==> src/logic/csq_pkg.sv <==
// constants and types for the conditional search qualifier
package csq_pkg;
   // command codes
   localparam logic [7:0] CMD_COND_SEARCH = 8'hEC;
   localparam logic [7:0] CMD_SEARCH = 8'hF0;
   // status memory location of the select byte
   localparam logic [2:0] SEL_REG_ADDR = 3'h7;
   // select bit positions
   localparam int POL_BIT = 0;
   localparam int SRC_LO_BIT = 1;
   localparam int SRC_HI_BIT = 2;
   localparam int CH_LO_BIT = 3;
   localparam int CH_HI_BIT = 4;
   localparam int SEL_BITS = 5;
   localparam logic [4:0] SEL_RESET = 5'h1F;
   // channel info bit for channel b presence
   localparam int INFO_CHB_BIT = 6;
   // source codes
   localparam logic [1:0] SRC_RSVD = 2'h0;
   localparam logic [1:0] SRC_LATCH = 2'h1;
   localparam logic [1:0] SRC_FF = 2'h2;
   localparam logic [1:0] SRC_PIN = 2'h3;
   // channel codes
   localparam logic [1:0] CH_NONE = 2'h0;
   localparam logic [1:0] CH_A = 2'h1;
   localparam logic [1:0] CH_B = 2'h2;
   localparam logic [1:0] CH_AB = 2'h3;
   // timing
   localparam int CLK_MHZ = 50;
   localparam int RESET_LOW_US = 480;
   localparam int PRES_WAIT_MIN_US = 15;
   localparam int PRES_WAIT_MAX_US = 60;
   localparam int PRES_LOW_MIN_US = 60;
   localparam int PRES_LOW_MAX_US = 240;
   // reset detection uses the least reset time, rounded up
   localparam int RESET_LOW_CYC = RESET_LOW_US * CLK_MHZ;
   // wait and low time centred inside their windows
   localparam int PRES_WAIT_CYC = (PRES_WAIT_MIN_US + PRES_WAIT_MAX_US) * CLK_MHZ / 2;
   localparam int PRES_LOW_CYC = (PRES_LOW_MIN_US + PRES_LOW_MAX_US) * CLK_MHZ / 2;
   localparam int CNT_W = 16;
   // link states
   typedef enum logic [3:0] {
      ST_IDLE = 4'b0001,
      ST_WAIT = 4'b0010,
      ST_PRES = 4'b0100,
      ST_SESS = 4'b1000
   } csq_state_t;
endpackage

==> src/logic/csq_qualifier.sv <==
// conditional search qualifier with reset/presence handshake
// Operation
// - conditional search runs only when condition true
// - condition comes from five select bits
// - select bits reset to all ones
// - status write updates select bits persistently
// - channel code none, A, B, or OR
// - both channels ORed then compared
// - source code latch, flip-flop, pin level
// - reserved source: polarity zero always, one never
// - no channel: polarity zero always answers
// - qualify when source equals polarity
// - sample source at command byte end
// - edge sets activity latch, holds value
// - latch cleared by request or power-up
// - single-channel parts read channel B zero
// - device only starts presence pulse
// - presence wait 15-60 us, low 60-240 us
// - search bit, complement, then master bit
// - channel B presence bit reflects existence
`timescale 1ns/1ps
module csq_qualifier
   import csq_pkg::*;
#(
   parameter bit HAS_CH_B = 1'b1,
   parameter int RESET_LOW_CYCLES = RESET_LOW_CYC,
   parameter int PRES_WAIT_CYCLES = PRES_WAIT_CYC,
   parameter int PRES_LOW_CYCLES = PRES_LOW_CYC
) (
   // clock and reset
   input wire logic CLK,
   input wire logic RST,
   // data line, open drain
   input wire logic DQ_IN,
   output logic DQ_OUT,
   output logic DQ_OE,
   // command decoder side
   input wire logic CMD_DONE,
   input wire logic [7:0] CMD_BYTE,
   input wire logic STATUS_WR,
   input wire logic [2:0] STATUS_ADDR,
   input wire logic [7:0] STATUS_DATA,
   input wire logic LATCH_CLEAR_REQUEST,
   input wire logic SEARCH_DONE,
   // channel sources
   input wire logic [1:0] CHANNEL_FF,
   input wire logic OUTPUT_PIN_A,
   input wire logic OUTPUT_PIN_B,
   // results
   output logic SEARCH_ENABLE,
   output logic [4:0] SEARCH_SELECT,
   output logic [1:0] ACTIVITY_LATCH,
   output logic [1:0] PIN_LEVEL,
   output logic CHANNEL_B_PRESENT
);
   csq_state_t state, next_state;
   logic [CNT_W-1:0] cnt, next_cnt;
   logic [4:0] sel, next_sel;
   logic part_ok, next_part_ok;
   logic dq_s1, dq_s2, dq_prev;
   logic [1:0] latch_w, level_w, pin_w;
   logic [1:0] src_val;
   logic chan_val, cond_true, is_search, is_cond;
   logic [1:0] src_code, ch_code;
   logic line_low_long;

   // channel b input forced low on single-channel parts
   assign pin_w = {HAS_CH_B ? OUTPUT_PIN_B : 1'b0, OUTPUT_PIN_A};

   // activity latches
   csq_edge_latch #(.CHANNELS(2)) u_latch (
      .clk(CLK),
      .rst(RST),
      .pin_raw(pin_w),
      .clear(LATCH_CLEAR_REQUEST),
      .pin_level(level_w),
      .latch(latch_w)
   );

   // select field decode
   assign src_code = {sel[SRC_HI_BIT], sel[SRC_LO_BIT]};
   assign ch_code = {sel[CH_HI_BIT], sel[CH_LO_BIT]};
   assign is_search = (CMD_BYTE == CMD_SEARCH);
   assign is_cond = (CMD_BYTE == CMD_COND_SEARCH);

   // per-channel source pick
   always_comb begin
      case (src_code)
         SRC_LATCH: src_val = latch_w;
         SRC_FF: src_val = {HAS_CH_B ? CHANNEL_FF[1] : 1'b0, CHANNEL_FF[0]};
         SRC_PIN: src_val = level_w;
         default: src_val = 2'b00;
      endcase
   end

   // channel pick and qualification
   always_comb begin
      case (ch_code)
         CH_A: chan_val = src_val[0];
         CH_B: chan_val = src_val[1];
         CH_AB: chan_val = src_val[0] | src_val[1];
         default: chan_val = 1'b0;
      endcase
      if (src_code == SRC_RSVD || ch_code == CH_NONE) begin
         cond_true = !sel[POL_BIT];
      end else begin
         cond_true = (chan_val == sel[POL_BIT]);
      end
   end

   assign line_low_long = (state != ST_WAIT) && (state != ST_PRES) && !dq_s2
      && (cnt >= CNT_W'(RESET_LOW_CYCLES));

   // next state of link, select byte, participation
   always_comb begin
      next_state = state;
      next_cnt = cnt;
      next_sel = sel;
      next_part_ok = part_ok;
      if (STATUS_WR && STATUS_ADDR == SEL_REG_ADDR) begin
         next_sel = STATUS_DATA[SEL_BITS-1:0];
      end
      case (state)
         ST_IDLE, ST_SESS: begin
            // count low time to spot a reset pulse
            next_cnt = dq_s2 ? '0 : (cnt == '1 ? cnt : cnt + 1'b1);
            if (dq_s2 && !dq_prev && cnt >= CNT_W'(RESET_LOW_CYCLES)) begin
               next_state = ST_WAIT;
               next_cnt = '0;
               next_part_ok = 1'b0;
            end
            if (state == ST_SESS && CMD_DONE) begin
               // sampled once at command byte end
               next_part_ok = is_search || (is_cond && cond_true);
            end
            if (state == ST_SESS && SEARCH_DONE) begin
               next_part_ok = 1'b0;
            end
         end
         ST_WAIT: begin
            next_cnt = cnt + 1'b1;
            if (cnt == CNT_W'(PRES_WAIT_CYCLES - 1)) begin
               next_state = ST_PRES;
               next_cnt = '0;
            end
         end
         ST_PRES: begin
            next_cnt = cnt + 1'b1;
            if (cnt == CNT_W'(PRES_LOW_CYCLES - 1)) begin
               next_state = ST_SESS;
               next_cnt = '0;
            end
         end
         default: begin
            next_state = ST_IDLE;
            next_cnt = '0;
         end
      endcase
   end

   // registers; select bits power up as ones
   always_ff @(posedge CLK or posedge RST) begin
      if (RST) begin
         state <= ST_IDLE;
         cnt <= '0;
         sel <= SEL_RESET;
         part_ok <= 1'b0;
         dq_s1 <= 1'b1;
         dq_s2 <= 1'b1;
         dq_prev <= 1'b1;
         DQ_OUT <= 1'b0;
         DQ_OE <= 1'b0;
         SEARCH_ENABLE <= 1'b0;
         SEARCH_SELECT <= SEL_RESET;
         ACTIVITY_LATCH <= '0;
         PIN_LEVEL <= '0;
         CHANNEL_B_PRESENT <= 1'b0;
      end else begin
         state <= next_state;
         cnt <= next_cnt;
         sel <= next_sel;
         part_ok <= next_part_ok;
         dq_s1 <= DQ_IN;
         dq_s2 <= dq_s1;
         dq_prev <= dq_s2;
         DQ_OUT <= 1'b0;
         DQ_OE <= (next_state == ST_PRES);
         SEARCH_ENABLE <= next_part_ok;
         SEARCH_SELECT <= next_sel;
         ACTIVITY_LATCH <= latch_w;
         PIN_LEVEL <= level_w;
         CHANNEL_B_PRESENT <= HAS_CH_B;
      end
   end
endmodule

==> src/logic/csq_edge_latch.sv <==
// per-channel activity latch with pin synchroniser and edge detector
`timescale 1ns/1ps
module csq_edge_latch
   import csq_pkg::*;
#(
   parameter int CHANNELS = 2
) (
   // clock and reset
   input wire logic clk,
   input wire logic rst,
   // pins and control
   input wire logic [CHANNELS-1:0] pin_raw,
   input wire logic clear,
   // state
   output logic [CHANNELS-1:0] pin_level,
   output logic [CHANNELS-1:0] latch
);
   logic [CHANNELS-1:0] sync1;
   logic [CHANNELS-1:0] sync2;
   logic [CHANNELS-1:0] prev;
   logic [CHANNELS-1:0] next_latch;
   // edges ignored until the sync chain holds real pin levels
   logic [2:0] primed;

   // next latch values, edge set wins over clear
   genvar g;
   generate
      for (g = 0; g < CHANNELS; g++) begin : g_ch
         always_comb begin
            next_latch[g] = clear ? 1'b0 : latch[g];
            if (primed[2] && sync2[g] != prev[g]) begin
               next_latch[g] = 1'b1;
            end
         end
      end
   endgenerate

   // registers; power-up clears the latches
   always_ff @(posedge clk or posedge rst) begin
      if (rst) begin
         sync1 <= '0;
         sync2 <= '0;
         prev <= '0;
         primed <= '0;
         latch <= '0;
      end else begin
         primed <= {primed[1:0], 1'b1};
         sync1 <= pin_raw;
         sync2 <= sync1;
         prev <= sync2;
         latch <= next_latch;
      end
   end
   assign pin_level = prev;
endmodule

==> config.mk <==
export PLATFORM = sky130hd
export DESIGN_NAME = csq_qualifier
export DESIGN_NICKNAME = d
export VERILOG_FILES = /design/src/logic/csq_pkg.sv /design/src/logic/csq_qualifier.sv /design/src/logic/csq_edge_latch.sv
export SDC_FILE = /design/constraint.sdc
export NUM_CORES = 1
export LEC_CHECK = 0
export BUFFER_PORTS_ARGS = -buffer_cell sky130_fd_sc_hd__buf_2
export CORE_MARGIN = 4
export CORE_UTILIZATION = 59
export DETAILED_ROUTE_END_ITERATION = 12
export GPL_TIMING_DRIVEN = 0
export PLACE_DENSITY_LB_ADDON = 0.25
export SLEW_MARGIN = 40
export SYNTH_ARGS = -nofsm -noshare
export SYNTH_HDL_FRONTEND = slang
export SYNTH_SLANG_ARGS = --single-unit
==> constraint.sdc <==
create_clock -name CLK -period 3.9 [get_ports CLK]
set_input_delay 0.78 -clock CLK [delete_from_list [all_inputs] [get_ports CLK]]
set_output_delay 0.78 -clock CLK [all_outputs]
set_load 0.02 [all_outputs]
==> flow_metrics.py <==
metrics = {
    "timing": {
        "rsz0062_at_grt": "false",
        "finClkSkew_ps": 4.89,
        "timing_hold_violations_final": 0,
        "final-setup-viol-count": 0,
        "fmax_mhz": 439,
        "drv_slew": 0,
        "relSlewSlack": 0.606,
        "fin_tns_setup_ps": 0,
        "fin_crit_sh": 0.584,
        "tightest_slew_ps": 587,
        "fin_crit_ps": 2280,
    },
    "logic_synthesis": {
        "synth_top_family_by_area": "simple AND/OR/NAND/NOR gates",
        "ys_seq_area_frac": 0.515,
        "synthFlopType": "dfrtp_1",
        "yosys_warnings": 0,
        "synth_simple_gate_area_frac": 0.220,
        "synth_nets": 237,
        "synth_xor_area_frac": 0.0674,
        "synth_edf_count": 0,
        "synth-compound-area-share": 0.113,
        "syn_area_um2": 2210,
        "synth_area_per_cell_um2": 10.8,
        "synthAdderAreaFrac": 0.0170,
        "synth-seq-cells": 45,
        "synth.mux.area_fraction": 0.0306,
        "syn_inst": 204,
        "async_flop_share": 1.00,
        "ys_types": 50,
    },
    "pwr": {
        "combPwrFrac": 0.124,
        "clkPwrFrac": 0.307,
        "seq_power_share": 0.570,
        "p_leak_uw": 0.00110,
        "switching_share": 0.265,
        "p_int_uw": 680,
        "power.density_nw_per_um2": 363,
        "switching_power_uw": 245,
        "vdd_ir_drop_max_mv": 0.270,
    },
    "worst_setup_path": {
        "worstPathRequired_ps": 4080,
        "crit_path_max_fanout": 10,
        "worstPathArrival_ps": 2460,
        "crit_path_start_kind": "flop",
        "cp-end-kind": "flop",
        "reg2reg_to": "cnt[1]",
        "worst_r2r_path_depth": 7,
        "critPathKind": "flop to flop",
        "rr_startpoint": "cnt[1]",
        "reg2reg_slack_ps": 1620,
    },
    "grt": {
        "grt_pass1_wl_um": 7660,
        "grt_usage": 0.195,
        "overflow": 0,
        "antenna_found_initial": 0,
        "grt_max_degree": 46,
        "grt_pass1_vias": 1682,
    },
    "placed_design": {
        "placed_cell_area_um2": 2460,
        "port_buffers": 38,
        "gp_congestion": 0.905,
        "hpwl_um": 3060,
    },
    "final_layout": {
        "syn2layout_area_growth_pct": 15.4,
        "final_util": 0.735,
        "drive_gt1_frac": 0.288,
        "stdcell_area_um2": 2550,
        "nNetsFinal": 282,
        "fill_cells": 257,
        "n_antenna_cell": 0,
    },
    "routing": {
        "drt-initial-drc-count": 88,
        "drt-wirelength-per-cell_um": 14.6,
        "via_per_inst": 5.59,
        "wl_um": 4330,
        "drcViolationCount": 0,
        "dr.pass1.iters": 4,
        "vias": 1655,
        "antenna_left": 0,
    },
    "clocking": {
        "cts-htree-levels": 2,
        "insertion_delay_ps": 300,
        "hold_buffers": 0,
        "cts-root-buf": "clkbuf_8",
        "cts.sink_count": 45,
        "path_clk_slew_ps": 80,
        "ctsResizeCount": 0,
        "cts_max_path_buffers": 2,
        "cts_made_buffers": 5,
        "cts_tree": "yes",
        "postCtsSetupBuffers": 0,
    },
    "floorplanning": {
        "die_y_um": 69.2,
        "ios": 43,
        "dieArea_um2": 4790,
        "start_util": 0.637,
        "core_area_um2": 3470,
        "rows": 21,
        "die_x_um": 69.2,
    },
    "hold_path": {
        "hp-class": "flop to flop",
        "hold_path_end": "u_latch.sync2[0]",
        "hp-start": "u_latch.sync1[0]",
        "hold_depth": 0,
    },
    "run_status": {
        "status": "complete, no violations",
    },
    "flow_run": {
        "maxCapViolations": 0,
    },
}
[cells by family (layout without fill, tap and decap cells)]
kind of cell | Yosys count | in the layout
AO/OA/AOI/OAI | 36 | 36
flip-flops | 45 | 45
adder cells (fa/ha/maj) | 3 | 3
other | 2 | 2
XOR/XNOR | 17 | 17
AND/OR/NAND/NOR | 79 | 79
multiplexers | 6 | 6
buffers and inverters | 16 | 62
[how the worst max path moves through the flow]
stage,startpoint,end,slack (ps),depth (start not counted)
floorplan,cnt[1],cnt[1],1970,7
global placement,RST,state[3],1570,2
detailed placement,cnt[1],cnt[1],1650,7
CTS,cnt[1],cnt[1],1630,7
global route,cnt[1],cnt[1],1490,7
finish,cnt[1],cnt[1],1620,7
[through the flow]
stage               instances  setup slack [ps]  total power [uW]  hold slack, ps
finish                    296              1620               926             353
global route              296              1490               972             361
CTS                       296              1630               937             354
detailed placement        288              1650               652             335
global placement          288              1570               647             333
floorplan                 204              1970               606             331
[Yosys cell counts, drive strengths merged, types with 5 or more instances]
cell type / number / area [um2]
inv: 9 / 33.8
mux2: 6 / 67.6
and3: 5 / 31.3
nand3: 8 / 40.0
dfrtp: 36 / 901
dfstp: 9 / 236
nand4: 5 / 31.3
nor2: 15 / 63.8
o21ai: 10 / 50.1
xor2: 13 / 114
nand2: 11 / 41.3
nor3: 9 / 45.0
[cells in the final DEF, fill, tap and decap left out, types with 2 or more instances in the layout]
cell	count
a211oi_1	2
a21oi_1	4
a311oi_1	2
a31oi_1	3
and2_1	3
and3_1	5
and4_1	4
buf_2	40
clkbuf_1	3
clkbuf_8	5
conb_1	2
dfrtp_1	36
dfstp_2	9
ha_1	3
inv_1	8
mux2_2	6
nand2_1	11
nand2b_1	2
nand3_1	8
nand4_1	5
nand4b_1	2
nor2_1	14
nor3_1	9
nor3b_1	3
nor4_1	2
nor4_4	2
o2111ai_1	2
o211ai_1	3
o21ai_0	10
o32a_1	2
xnor2_1	4
xor2_1	13
[sequential cells by signal, summed over array words and instances, names as in the netlist]
register           cells
cnt                   16
sel                    5
state                  4
u_latch.primed         3
ACTIVITY_LATCH         2
PIN_LEVEL              2
u_latch.latch          2
u_latch.pin_level      2
u_latch.sync1          2
u_latch.sync2          2
DQ_OE                  1
dq_prev                1
dq_s1                  1
dq_s2                  1
part_ok                1
[cell type report]
cell class / count / area (um2) / area share
Inverter: 9 / 36.3 / 0.0142
Buffer: 7 / 40.0 / 0.0157
Timing Repair Buffer: 38 / 190 / 0.0746
Sequential cell: 45 / 1140 / 0.446
Tap cell: 46 / 57.6 / 0.0226
Multi-Input combinational cell: 143 / 997 / 0.391
Clock inverter: 3 / 21.3 / 0.00835
Clock buffer: 5 / 68.8 / 0.0270
[metal layers]
metal	wire (um)	GRT usage
met1	1940	0.234
met2	2060	0.334
met3	285	0.0580
met4	41	0.0672
met5	0	0
[worst max-delay path, cell delays in order (launching register included)]
cell	delay, ps
dfrtp_1	430
ha_1	300
or4bb_1	560
nor4_4	230
o22ai_2	160
nor2_4	220
buf_6	180
o22ai_1	70
[power by group through the flow]
stage	combinational (uW)	clock (uW)	sequential, uW
2_1_floorplan	54.2	0	552
3_3_place_gp	112	0	534
3_5_place_dp	116	0	536
4_1_cts	116	293	527
5_1_grt	128	313	531
6_report	115	284	527
(Power assumes the default switching activity.)
